File: src/freq_meter_pkg.sv
package freq_meter_pkg;

	// Register byte offsets
	localparam logic [7:0] CTRL_OFS   = 8'h00;
	localparam logic [7:0] CLEAR_OFS  = 8'h04;
	localparam logic [7:0] PERIOD_OFS = 8'h08;
	localparam logic [7:0] COUNT_OFS  = 8'h0C;
	localparam logic [7:0] STATUS_OFS = 8'h10;

	// Control register field positions
	localparam int CTRL_RUN_BIT      = 0;
	localparam int CTRL_EXTSRC_BIT   = 1;
	localparam int CTRL_GSRC_LSB     = 2;
	localparam int CTRL_IRQEDGE_BIT  = 4;
	localparam int CTRL_CNTEDGE_BIT  = 5;
	localparam int CTRL_GCLK_LSB     = 6;
	localparam int CTRL_SLOW_BIT     = 8;
	localparam int CTRL_PINDIS_BIT   = 9;
	localparam int CTRL_W            = 10;
	localparam logic [CTRL_W-1:0] CTRL_RESET = 10'h000;

	// Period register fields
	localparam int PERIOD_HIGH_LSB = 0;
	localparam int PERIOD_LOW_LSB  = 4;
	localparam int PERIOD_W        = 8;
	localparam logic [PERIOD_W-1:0] PERIOD_RESET = 8'h00;

	// Clear register and status bits
	localparam int CLEAR_BIT      = 0;
	localparam int STAT_GATE_BIT  = 0;
	localparam int STAT_OVF_BIT   = 1;

	// Gate period arithmetic
	localparam logic [4:0] PERIOD_BASE = 5'h10;
	localparam int         FAST_SHIFT0 = 12;
	localparam int         SLOW_SHIFT0 = 4;
	localparam int         DIV_W       = 14;

	// Gate source encodings
	typedef enum logic [1:0] {
		GSRC_PIN      = 2'h0,
		GSRC_INTERNAL = 2'h1,
		GSRC_AUX      = 2'h2,
		GSRC_RSVD     = 2'h3
	} gate_src_t;

	// Gate generator states, Gray along idle-wait-high-low
	typedef enum logic [1:0] {
		GEN_IDLE = 2'b00,
		GEN_WAIT = 2'b01,
		GEN_HIGH = 2'b11,
		GEN_LOW  = 2'b10
	} gen_state_t;

	// Settings that steer the internal gate generator
	typedef struct packed {
		logic       enable;
		logic       use_slow;
		logic [1:0] clk_sel;
		logic [3:0] high_code;
		logic [3:0] low_code;
	} gen_cfg_t;

	// Synchronised input levels
	typedef struct packed {
		logic pulse;
		logic gate_pin;
		logic aux;
		logic slow;
	} sync_in_t;

endpackage : freq_meter_pkg

File: src/gated_frequency_counter.sv
// What this block does
// - Count input edges while gate high; a gate fall can add one.
// - Gate source 00 uses gate pin.
// - Interrupt on gate fall, or both edges.
// - Uncleared count holds, resumes next window.
// - Status bit shows current gate state.
// - Counter wrap to zero sets overflow flag.
// - Overflow flag sticks until counter clear.
// - Pin disable bit gates aux output routing.
// - Pin disable affects routing only.
// - High period is (16-code) prescaled ticks.
// - Low period is (16-code) prescaled ticks.
// - Internal gate repeats high then low.
// - High and low codes are separate fields.
// - First internal period may lag one tick.
// - New low code applies from next low.
// - Both-edge mode adds one per gate fall.
// - Falling mode counts falls of input AND gate.
// - Codes 01 internal, 10 aux, 11 reserved.
// - Gate flag one only while run and gate high.
// - Irq edge bit one selects both edges.
`timescale 1ns/1ps
`default_nettype none

module gated_frequency_counter #(
	parameter int COUNT_W = 18
) (
	// Clock and reset
	input  wire logic        clk_i,
	input  wire logic        rst_i,
	// Wishbone classic slave
	input  wire logic        cyc_i,
	input  wire logic        stb_i,
	input  wire logic        we_i,
	input  wire logic [7:0]  adr_i,
	input  wire logic [3:0]  sel_i,
	input  wire logic [31:0] dat_i,
	output logic      [31:0] dat_o,
	output logic             ack_o,
	// Measured pulse, gate and clock sources
	input  wire logic        measured_pulse_input_i,
	input  wire logic        gate_input_pin_i,
	input  wire logic        aux_timer_output_i,
	input  wire logic        slow_clock_i,
	// Shared port pin and events
	output logic             shared_port_pin_o,
	output logic             shared_port_pin_oe_n_o,
	output logic             measure_interrupt_o,
	output logic             gate_active_o
);

	// Counter must fit the 32-bit read path
	if (COUNT_W < 2 || COUNT_W > 32) begin : g_bad_count_w
		$error("COUNT_W out of range");
	end

	// Registers
	logic [freq_meter_pkg::CTRL_W-1:0]   ctrl_r;
	logic [freq_meter_pkg::PERIOD_W-1:0] period_r;
	logic [COUNT_W-1:0]                  count_r;
	logic                                overflow_r;
	logic                                clear_req;

	// Synchronisers and edge history
	freq_meter_pkg::sync_in_t            meta_r;
	freq_meter_pkg::sync_in_t            sync_r;
	logic                                pulse_prev_r;
	logic                                gate_r;
	logic                                and_prev_r;
	logic                                irq_r;
	logic                                pin_r;
	logic                                pin_oe_n_r;
	logic                                ack_r;
	logic [31:0]                         dat_r;

	// Decoded controls
	logic                                run;
	logic                                ext_src;
	freq_meter_pkg::gate_src_t           gate_src;
	logic                                irq_both;
	logic                                cnt_both;
	logic                                pin_dis;
	freq_meter_pkg::gen_cfg_t            gen_cfg;
	logic                                gen_gate;
	logic                                gate_sel;
	logic                                gate_now;
	logic                                gate_rise;
	logic                                gate_fall;
	logic                                and_now;
	logic                                pulse_edge;
	logic                                inc;
	logic                                bus_req;
	logic                                wr_en;

	assign run      = ctrl_r[freq_meter_pkg::CTRL_RUN_BIT];
	assign ext_src  = ctrl_r[freq_meter_pkg::CTRL_EXTSRC_BIT];
	assign gate_src = freq_meter_pkg::gate_src_t'(ctrl_r[freq_meter_pkg::CTRL_GSRC_LSB +: 2]);
	assign irq_both = ctrl_r[freq_meter_pkg::CTRL_IRQEDGE_BIT];
	assign cnt_both = ctrl_r[freq_meter_pkg::CTRL_CNTEDGE_BIT];
	assign pin_dis  = ctrl_r[freq_meter_pkg::CTRL_PINDIS_BIT];

	assign bus_req  = cyc_i & stb_i & ~ack_r;
	assign wr_en    = bus_req & we_i;
	assign clear_req = wr_en & sel_i[0] & (adr_i == freq_meter_pkg::CLEAR_OFS)
	                 & dat_i[freq_meter_pkg::CLEAR_BIT];

	// Register writes, byte-lane gated
	always_ff @(posedge clk_i) begin
		if (rst_i) begin
			ctrl_r   <= freq_meter_pkg::CTRL_RESET;
			period_r <= freq_meter_pkg::PERIOD_RESET;
		end else if (wr_en) begin
			case (adr_i)
				freq_meter_pkg::CTRL_OFS: begin
					if (sel_i[0]) begin
						ctrl_r[7:0] <= dat_i[7:0];
					end
					if (sel_i[1]) begin
						ctrl_r[freq_meter_pkg::CTRL_W-1:8] <= dat_i[freq_meter_pkg::CTRL_W-1:8];
					end
				end
				freq_meter_pkg::PERIOD_OFS: begin
					if (sel_i[0]) begin
						period_r <= dat_i[freq_meter_pkg::PERIOD_W-1:0];
					end
				end
				default: begin
				end
			endcase
		end
	end

	// Bus answer one cycle after the request, zero on unmapped reads
	always_ff @(posedge clk_i) begin
		if (rst_i) begin
			ack_r <= 1'b0;
			dat_r <= '0;
		end else begin
			ack_r <= bus_req;
			if (bus_req && !we_i) begin
				case (adr_i)
					freq_meter_pkg::CTRL_OFS:   dat_r <= 32'(ctrl_r);
					freq_meter_pkg::PERIOD_OFS: dat_r <= 32'(period_r);
					freq_meter_pkg::COUNT_OFS:  dat_r <= 32'(count_r);
					freq_meter_pkg::STATUS_OFS: begin
						dat_r <= '0;
						dat_r[freq_meter_pkg::STAT_GATE_BIT] <= gate_r;
						dat_r[freq_meter_pkg::STAT_OVF_BIT]  <= overflow_r;
					end
					default:                    dat_r <= '0;
				endcase
			end else begin
				dat_r <= '0;
			end
		end
	end

	// Two-flop synchronisers for all pin inputs
	always_ff @(posedge clk_i) begin
		if (rst_i) begin
			meta_r <= '0;
			sync_r <= '0;
		end else begin
			meta_r <= '{pulse: measured_pulse_input_i, gate_pin: gate_input_pin_i,
			            aux: aux_timer_output_i, slow: slow_clock_i};
			sync_r <= meta_r;
		end
	end

	assign gen_cfg = '{enable:    run && gate_src == freq_meter_pkg::GSRC_INTERNAL,
	                   use_slow:  ctrl_r[freq_meter_pkg::CTRL_SLOW_BIT],
	                   clk_sel:   ctrl_r[freq_meter_pkg::CTRL_GCLK_LSB +: 2],
	                   high_code: period_r[freq_meter_pkg::PERIOD_HIGH_LSB +: 4],
	                   low_code:  period_r[freq_meter_pkg::PERIOD_LOW_LSB +: 4]};

	window_gate_gen u_gate_gen (
		.clk_i      (clk_i),
		.rst_i      (rst_i),
		.cfg_i      (gen_cfg),
		.slow_lvl_i (sync_r.slow),
		.gate_o     (gen_gate)
	);

	// Gate source mux; reserved code keeps the gate low
	always_comb begin
		case (gate_src)
			freq_meter_pkg::GSRC_PIN:      gate_sel = sync_r.gate_pin;
			freq_meter_pkg::GSRC_INTERNAL: gate_sel = gen_gate;
			freq_meter_pkg::GSRC_AUX:      gate_sel = sync_r.aux;
			default:                       gate_sel = 1'b0;
		endcase
	end

	assign gate_now   = run & gate_sel;
	assign gate_rise  = gate_now & ~gate_r;
	assign gate_fall  = ~gate_now & gate_r;
	assign and_now    = sync_r.pulse & gate_now;
	assign pulse_edge = sync_r.pulse ^ pulse_prev_r;

	// Count events for either edge mode
	always_comb begin
		if (!ext_src) begin
			inc = 1'b0;
		end else if (cnt_both) begin
			inc = (gate_now & pulse_edge) | gate_fall;
		end else begin
			inc = and_prev_r & ~and_now;
		end
	end

	// Edge history and gate flag
	always_ff @(posedge clk_i) begin
		if (rst_i) begin
			pulse_prev_r <= 1'b0;
			gate_r       <= 1'b0;
			and_prev_r   <= 1'b0;
		end else begin
			pulse_prev_r <= sync_r.pulse;
			gate_r       <= gate_now;
			and_prev_r   <= and_now;
		end
	end

	// Up-counter: holds while gate low unless cleared
	always_ff @(posedge clk_i) begin
		if (rst_i) begin
			count_r <= '0;
		end else if (clear_req) begin
			count_r <= COUNT_W'(inc);
		end else if (inc) begin
			count_r <= count_r + 1'b1;
		end
	end

	// Overflow: sticky, cleared only with the counter
	always_ff @(posedge clk_i) begin
		if (rst_i) begin
			overflow_r <= 1'b0;
		end else if (inc && &count_r && !clear_req) begin
			overflow_r <= 1'b1;
		end else if (clear_req) begin
			overflow_r <= 1'b0;
		end
	end

	// Interrupt pulse on selected gate edges
	always_ff @(posedge clk_i) begin
		if (rst_i) begin
			irq_r <= 1'b0;
		end else begin
			irq_r <= gate_fall | (irq_both & gate_rise);
		end
	end

	// Aux output routing to shared pin; aux timer itself untouched
	always_ff @(posedge clk_i) begin
		if (rst_i) begin
			pin_r      <= 1'b0;
			pin_oe_n_r <= 1'b1;
		end else begin
			pin_r      <= pin_dis ? 1'b0 : aux_timer_output_i;
			pin_oe_n_r <= pin_dis;
		end
	end

	assign dat_o                  = dat_r;
	assign ack_o                  = ack_r;
	assign shared_port_pin_o      = pin_r;
	assign shared_port_pin_oe_n_o = pin_oe_n_r;
	assign measure_interrupt_o    = irq_r;
	assign gate_active_o          = gate_r;

endmodule : gated_frequency_counter

`default_nettype wire

File: src/window_gate_gen.sv
`timescale 1ns/1ps
`default_nettype none

module window_gate_gen (
	// Clock and reset
	input  wire logic                      clk_i,
	input  wire logic                      rst_i,
	// Settings and slow clock level (already synchronised)
	input  wire freq_meter_pkg::gen_cfg_t  cfg_i,
	input  wire logic                      slow_lvl_i,
	// Gate level
	output logic                           gate_o
);

	logic [freq_meter_pkg::DIV_W-1:0] fast_div_r;
	logic [freq_meter_pkg::DIV_W-1:0] slow_div_r;
	logic                             slow_prev_r;
	logic [4:0]                       left_r;
	freq_meter_pkg::gen_state_t       state_r;
	logic                             slow_rise;
	logic                             fast_hit;
	logic                             slow_hit;
	logic                             tick;

	// True when the low n bits of the divider are all ones
	function automatic logic stage_done(input logic [freq_meter_pkg::DIV_W-1:0] div,
	                                    input int n);
		logic [freq_meter_pkg::DIV_W-1:0] mask;
		mask = freq_meter_pkg::DIV_W'((1 << n) - 1);
		return &(div | ~mask);
	endfunction : stage_done

	// Free-running dividers: never reset by a counter clear
	always_ff @(posedge clk_i) begin
		if (rst_i) begin
			fast_div_r <= '0;
		end else begin
			fast_div_r <= fast_div_r + 1'b1;
		end
	end

	always_ff @(posedge clk_i) begin
		if (rst_i) begin
			slow_prev_r <= 1'b0;
			slow_div_r  <= '0;
		end else begin
			slow_prev_r <= slow_lvl_i;
			if (slow_rise) begin
				slow_div_r <= slow_div_r + 1'b1;
			end
		end
	end

	assign slow_rise = slow_lvl_i & ~slow_prev_r;
	assign fast_hit  = stage_done(fast_div_r, freq_meter_pkg::FAST_SHIFT0 + int'(cfg_i.clk_sel));
	assign slow_hit  = slow_rise
	                 & stage_done(slow_div_r, freq_meter_pkg::SLOW_SHIFT0 + int'(cfg_i.clk_sel));
	assign tick      = cfg_i.use_slow ? slow_hit : fast_hit;

	// High then low, repeating; codes sampled at each period start
	always_ff @(posedge clk_i) begin
		if (rst_i) begin
			state_r <= freq_meter_pkg::GEN_IDLE;
			left_r  <= '0;
		end else if (!cfg_i.enable) begin
			state_r <= freq_meter_pkg::GEN_IDLE;
			left_r  <= '0;
		end else begin
			case (state_r)
				freq_meter_pkg::GEN_IDLE: begin
					state_r <= freq_meter_pkg::GEN_WAIT;
				end
				freq_meter_pkg::GEN_WAIT: begin
					if (tick) begin
						state_r <= freq_meter_pkg::GEN_HIGH;
						left_r  <= freq_meter_pkg::PERIOD_BASE - {1'b0, cfg_i.high_code};
					end
				end
				freq_meter_pkg::GEN_HIGH: begin
					if (tick) begin
						if (left_r == 5'h01) begin
							state_r <= freq_meter_pkg::GEN_LOW;
							left_r  <= freq_meter_pkg::PERIOD_BASE
							         - {1'b0, cfg_i.low_code};
						end else begin
							left_r <= left_r - 5'h01;
						end
					end
				end
				freq_meter_pkg::GEN_LOW: begin
					if (tick) begin
						if (left_r == 5'h01) begin
							state_r <= freq_meter_pkg::GEN_HIGH;
							left_r  <= freq_meter_pkg::PERIOD_BASE
							         - {1'b0, cfg_i.high_code};
						end else begin
							left_r <= left_r - 5'h01;
						end
					end
				end
				default: begin
					state_r <= freq_meter_pkg::GEN_IDLE;
				end
			endcase
		end
	end

	assign gate_o = (state_r == freq_meter_pkg::GEN_HIGH);

endmodule : window_gate_gen

`default_nettype wire

File: config.mk
export PLATFORM = sky130hd
export DESIGN_NAME = gated_frequency_counter
export DESIGN_NICKNAME = d
export VERILOG_FILES = /design/src/freq_meter_pkg.sv /design/src/gated_frequency_counter.sv /design/src/window_gate_gen.sv
export SDC_FILE = /design/constraint.sdc
export NUM_CORES = 1
export LEC_CHECK = 0
export BUFFER_PORTS_ARGS = -buffer_cell sky130_fd_sc_hd__buf_2
export CAP_MARGIN = 30
export CORE_AREA = 4 4 87 129
export DETAILED_ROUTE_END_ITERATION = 6
export DIE_AREA = 0 0 91 133
export GPL_ROUTABILITY_DRIVEN = 0
export MAX_ROUTING_LAYER = met4
export PLACE_DENSITY = 0.69
export RECOVER_POWER = 50
export SLEW_MARGIN = 20
export SYNTH_ARGS = -nofsm -noshare
export SYNTH_HDL_FRONTEND = slang
export SYNTH_SLANG_ARGS = --single-unit
File: constraint.sdc
create_clock -name clk_i -period 2.6 [get_ports clk_i]
set_input_delay 0.52 -clock clk_i [delete_from_list [all_inputs] [get_ports clk_i]]
set_output_delay 0.52 -clock clk_i [all_outputs]
set_load 0.005 [all_outputs]
Yosys cells after proc, flatten, opt, wreduce, memory -nomap -nowiden
Index checks and enable logic that the tools add are counted.
W data, S select, Z words.
Cells by class
  add/subtract/negate cells: 10
  equality and inequality tests: 15
  shift operators: 2
  mux-type cells: 21
  bitwise logic cells: 29
  reduce and logical (&&, ||, !) cells: 24
Operators with widths (number)
  $pmux W18 S4: 1
  $shl A1 B32 Y14 const A: 2
  $add A14 B1 Y14 const B: 2
  $not A14 Y14: 2
  $or A14 B14 Y14: 2
  $reduce_and A14 Y1: 2
  $sub A14 B2 Y14 const B: 2
  $mux W5: 5
  $add A18 B1 Y18 const B: 1
  $reduce_and A18 Y1: 1
  $eq A8 B4 Y1 const B: 2
  $and A1 B1 Y1: 15
  $pmux W5 S3: 1
  $mux W2: 5
  $ne A2 B1 Y1 const B: 5
  $sub A5 B4 Y5 const A: 2
  $reduce_and A3 Y1: 3
  $eq A8 B3 Y1 const B: 1
  $eq A8 B5 Y1 const B: 1
  $logic_not A8 Y1: 1
  $pmux W2 S4: 1
  $reduce_or A2 Y1: 4
  $mux W1: 7
  $not A1 Y1: 7
  other kinds (16): 26
Word-level totals
  flip-flop bits (word level): 120
  bits of input ports: 53
  word-level logic and storage cells: 128

Longest topological paths before layout
  depth in word-level cells: 11
  depth in mapped cells: 8

Modules after synthesis
From an unflattened synthesis, not the netlist that was laid out.
Unflattened totals
  cell total of the unflattened synthesis: 557
  area total of the unflattened synthesis: 4991.0 um^2
Modules (own cells, without submodules)
  gated_frequency_counter: instances 1, cells each 337, area each 3116.7 um^2, sequential area each 1401.3 um^2
  window_gate_gen: instances 1, cells each 220, area each 1874.3 um^2, sequential area each 680.7 um^2

Least setup slack after synthesis
Ideal clock, no wire load.
  kind: input to register
  start point: input port adr_i[5]
  end point: register ctrl_r[9] (netlist bit)
  data arrival time: 1813 ps
  data required time: 2472 ps
  setup slack: 659 ps
  stages: 6
  path buffers: 1
  cells stage by stage: or4_4 > nor3_2 > buf_4 > and3_1 > mux2i_1 > nor2_1
Between the ends
  longest elaborated chain between the ends: 2
RTL lines
  start: declaration: RTL line gated_frequency_counter.sv:35  | input wire logic [7:0] adr_i,
  $logic_not A8 Y1: RTL line gated_frequency_counter.sv:113  | case (adr_i)
  $reduce_and A3 Y1 (no line)
  end signal: assignment: RTL line gated_frequency_counter.sv:110  | ctrl_r <= freq_meter_pkg::CTRL_RESET;
  end signal: indexed assignment: RTL line gated_frequency_counter.sv:119  | ctrl_r[freq_meter_pkg::CTRL_W-1:8] <= dat_i[freq_meter_pkg::CTRL_W-1:8];
  end: declaration: RTL line gated_frequency_counter.sv:58  | logic [freq_meter_pkg::CTRL_W-1:0] ctrl_r;
No other way between the ends.
A chain may end at the register's enable or synchronous reset.

Worst setup path after layout
  start point: register ctrl_r[7] (netlist bit)
  end point: register u_gate_gen.left_r[1]
Between the ends
  longest elaborated chain between the ends: 10
  elaborated cells on any way between the ends: 18
RTL lines
  $add A3 B2 Y4: RTL line window_gate_gen.sv:57  | & stage_done(slow_div_r, freq_meter_pkg::SLOW_SHIFT0 + int'(cfg_i.clk_sel));
  $shl A1 B32 Y14: RTL line window_gate_gen.sv:29  | mask = freq_meter_pkg::DIV_W'((1 << n) - 1);
  $sub A14 B2 Y14: RTL line window_gate_gen.sv:29
  $not A14 Y14: RTL line window_gate_gen.sv:30  | return &(div | ~mask);
  $or A14 B14 Y14: RTL line window_gate_gen.sv:30
  $reduce_and A14 Y1: RTL line window_gate_gen.sv:30
  $and A1 B1 Y1: RTL line window_gate_gen.sv:57
  $mux W1 (*): RTL line window_gate_gen.sv:58  | assign tick = cfg_i.use_slow ? slow_hit : fast_hit;
  $ne A2 B1 Y1 (no line)
  $reduce_and A4 Y1 (no line) (*)
  end signal: assignment: RTL line window_gate_gen.sv:76  | left_r <= freq_meter_pkg::PERIOD_BASE - {1'b0, cfg_i.high_code};
  end signal: assignment: RTL line window_gate_gen.sv:83  | left_r <= freq_meter_pkg::PERIOD_BASE
  end signal: assignment: RTL line window_gate_gen.sv:86  | left_r <= left_r - 5'h01;
  end: declaration: RTL line window_gate_gen.sv:18  | logic [4:0] left_r;
Every way passes the cells marked *; elsewhere a longest branch is shown, timed or not.

==> flow_summary.ini <==
[logic_synthesis]
dominantRegCellSynth = dfxtp_1
ys_seq_elements = 104
avgSynthCellArea_sq_um = 8.994
synth_mux_area_frac = 0.04126
synth_cell_types = 70
async_flop_share = 0
synth_top_area_share = 0.4401
synth_edf_count = 0
yosys.area_share.adder = 0.02116
yosys.area_share.xor_xnor = 0.05184
yosysSeqAreaShare = 0.4401
synthSimpleGateAreaFrac = 0.2391
synth_compound_area_frac = 0.1410
synthCells = 526
synth_top_family_by_area = simple AND/OR/NAND/NOR gates
synth_top_area_cell = dfxtp_1
synthTopCellsByArea = dfxtp_1 (44%), nor2_1 (5.3%), a21oi_1 (3.6%)
syn-cell-area_sq_um = 4731
yosys_warnings = 0

[placement]
dp_hpwl_mm = 7.936
pre_cts_ws_ps = 354.5
place_inst = 680
port_buffers = 51

[timing]
worstMarginPinSlew_ps = 1020
rsz0062_at_grt = no
timing.fmax_ghz = 0.4495
min_period_ps = 2225
maxSlewHeadroom = 0.3201
setup_viol = 0
final_max_slew_viol_count = 0
clock_skew_ps = 5.534
finalSetupTns_ps = 0
worst_slack_ps = 375.2
hold_violations = 0
min_period_over_period = 0.8557

[finish]
area_growth_pct = 11.72
fin_util = 0.5215
nets = 635
drive_above_1_share = 0.1416
stdcell_count = 697
layout_common_cells = dfxtp_1 (104), nor2_1 (67), buf_2 (38)
final_common_cell = dfxtp_1

[cts]
cts_buffer_depth = 2
cts_tree = built
clock-sinks = 104
cts.clk_slew.worst_paths_ps = 70
post_cts_resized = 0
cts-root-buf = clkbuf_16
cts_max_level = 3
cts_hold_buf = 0
clk_latency_ps = 340
cts-buffers-inserted = 9
postCtsSetupBuffers = 0

[floorplanning]
floorplan.initialDensity = 0.4668
core_area_sq_um = 10130
placementRows = 45
fp.dieW_microns = 91
die_area_sq_um = 12100
dieHeight_microns = 133
io_pins = 90

[global_routing]
grt_use_total = 0.1872
grt_overflow = 0
antenna_found_initial = 0
grt_pass1_vias = 3785
grt_pass1_wl_mm = 17.92
grt_max_degree = 27

[route]
wl_met3_microns = 529
avgRoutedWirePerCell_microns = 15.14
dr.pass1.iters = 5
wl_mm = 10.56
antenna_left = 0
drt_iter0_markers = 202
dr_total_vias = 3905
top_layer = met4
drc = 0
viasPerCell = 5.603
routed-wl-met2_mm = 5.508
wl_met1_mm = 4.141

[power_and_ir_drop]
total_power_mw = 3.059
power_density_nw_per_um2 = 578.7
vdd_drop_max_mv = 0.3437
leakagePower_nw = 1.923

[worst_setup_path]
required_ps = 2810
crit_slowest_cell = a2111oi_0
worst-setup-path-type = flop to flop
cpPeakStageDelay_ps = 520
critPathLaunchType = flop
arrival_ps = 2430
cp_cell_sequence = nand2_1 -> ha_1 -> o21ai_0 -> a221oi_1 -> a32oi_1 -> a2111oi_0 -> a211oi_1
crit_path_end_kind = flop
crit_fanout = 7

[job]
drv_cap = 0

[worst_hold_path]
hold_class = input pin to flop

[outcome]
status = finished clean
[critical path: cells and delay by family (launching register included)]
family                   cells  cell delay [ps]
AND/OR/NAND/NOR              1              110
adder cells (fa/ha/maj)      1              280
flip-flops                   1              460
AO/OA/AOI/OAI                5             1230
[logic make-up (layout without fill, tap and decap cells)]
kind of cell,Yosys count,in the layout
simple gates,214,214
other cells,1,15
xor+xnor,28,28
mux,19,19
buf+inv,54,94
compound gates,98,98
fa+ha+maj,8,8
flops,104,104
[final cells by class]
cell class	count	area, sq um
inverters	19	71.32
clock buffers	9	225.2
clock inverters	7	78.83
multi-input cells	381	2391
repair buffers	59	287.8
well taps	117	146.4
fillers	941	4850
flip-flops and latches	104	2082
diodes	1	2.502
[state kept, by name (all words and copies together), names as in the netlist, 2 cells and up]
| register | cells |
|---|---|
| ctrl_r | 10 |
| period_r | 8 |
| u_gate_gen.slow_div_r | 12 |
| sync_r | 4 |
| dat_o | 18 |
| u_gate_gen.fast_div_r | 14 |
| meta_r | 4 |
| count_r | 18 |
| u_gate_gen.left_r | 5 |
| u_gate_gen.state_r | 2 |
[layer usage]
| metal | vias up | GRT usage |
|---|---|---|
| met1 | 1833 | 0.1949 |
| met3 | 28 | 0.04551 |
| li1 | 1930 | - |
| met2 | 114 | 0.3314 |
| met5 | - | - |
| met4 | 0 | 0.08305 |
[Yosys cell counts, types with 3 or more instances]
cell / instances
dfxtp_1: 104
nor2_1: 67
a21oi_1: 34
nand2_1: 29
o21ai_0: 26
inv_1: 19
xor2_1: 19
buf_4: 17
mux2i_1: 17
nand3_1: 17
nor2b_1: 16
or3_1: 16
and3_1: 12
nor3_1: 10
clkbuf_1: 9
xnor2_1: 9
ha_1: 8
nand4_1: 8
a222oi_1: 6
or2_2: 6
a221oi_1: 4
and4_1: 4
a22oi_1: 3
buf_2: 3
nand2b_1: 3
nor3b_1: 3
nor4b_1: 3
[stage by stage]
stage / hold WS, ps / area [sq um]
3_3_place_gp: 422.5 / 5006
5_1_grt: 373.2 / 5283
4_1_cts: 369.0 / 5310
3_5_place_dp: 434.1 / 5006
6_report: 380.5 / 5285
2_1_floorplan: 413.8 / 4780
[final timing paths]
path | depth (start not counted) | from | slack, ps | endpoint
setup reg to reg | 7 | ctrl_r[7] | 380 | u_gate_gen.left_r[1]
hold / removal | 2 | slow_clock_i | 380 | meta_r[0]
setup / recovery | 7 | ctrl_r[7] | 380 | u_gate_gen.left_r[1]
hold reg to reg | 1 | meta_r[0] | 440 | sync_r[0]
[where the power goes]
group          total [mW]  internal [mW]  switching [mW]
Sequential           1.61           1.61         0.00702
Clock                1.36          0.756           0.600
Combinational      0.0900         0.0354          0.0546
Total                3.06           2.40           0.661
Power figures use the tool's default switching activity.
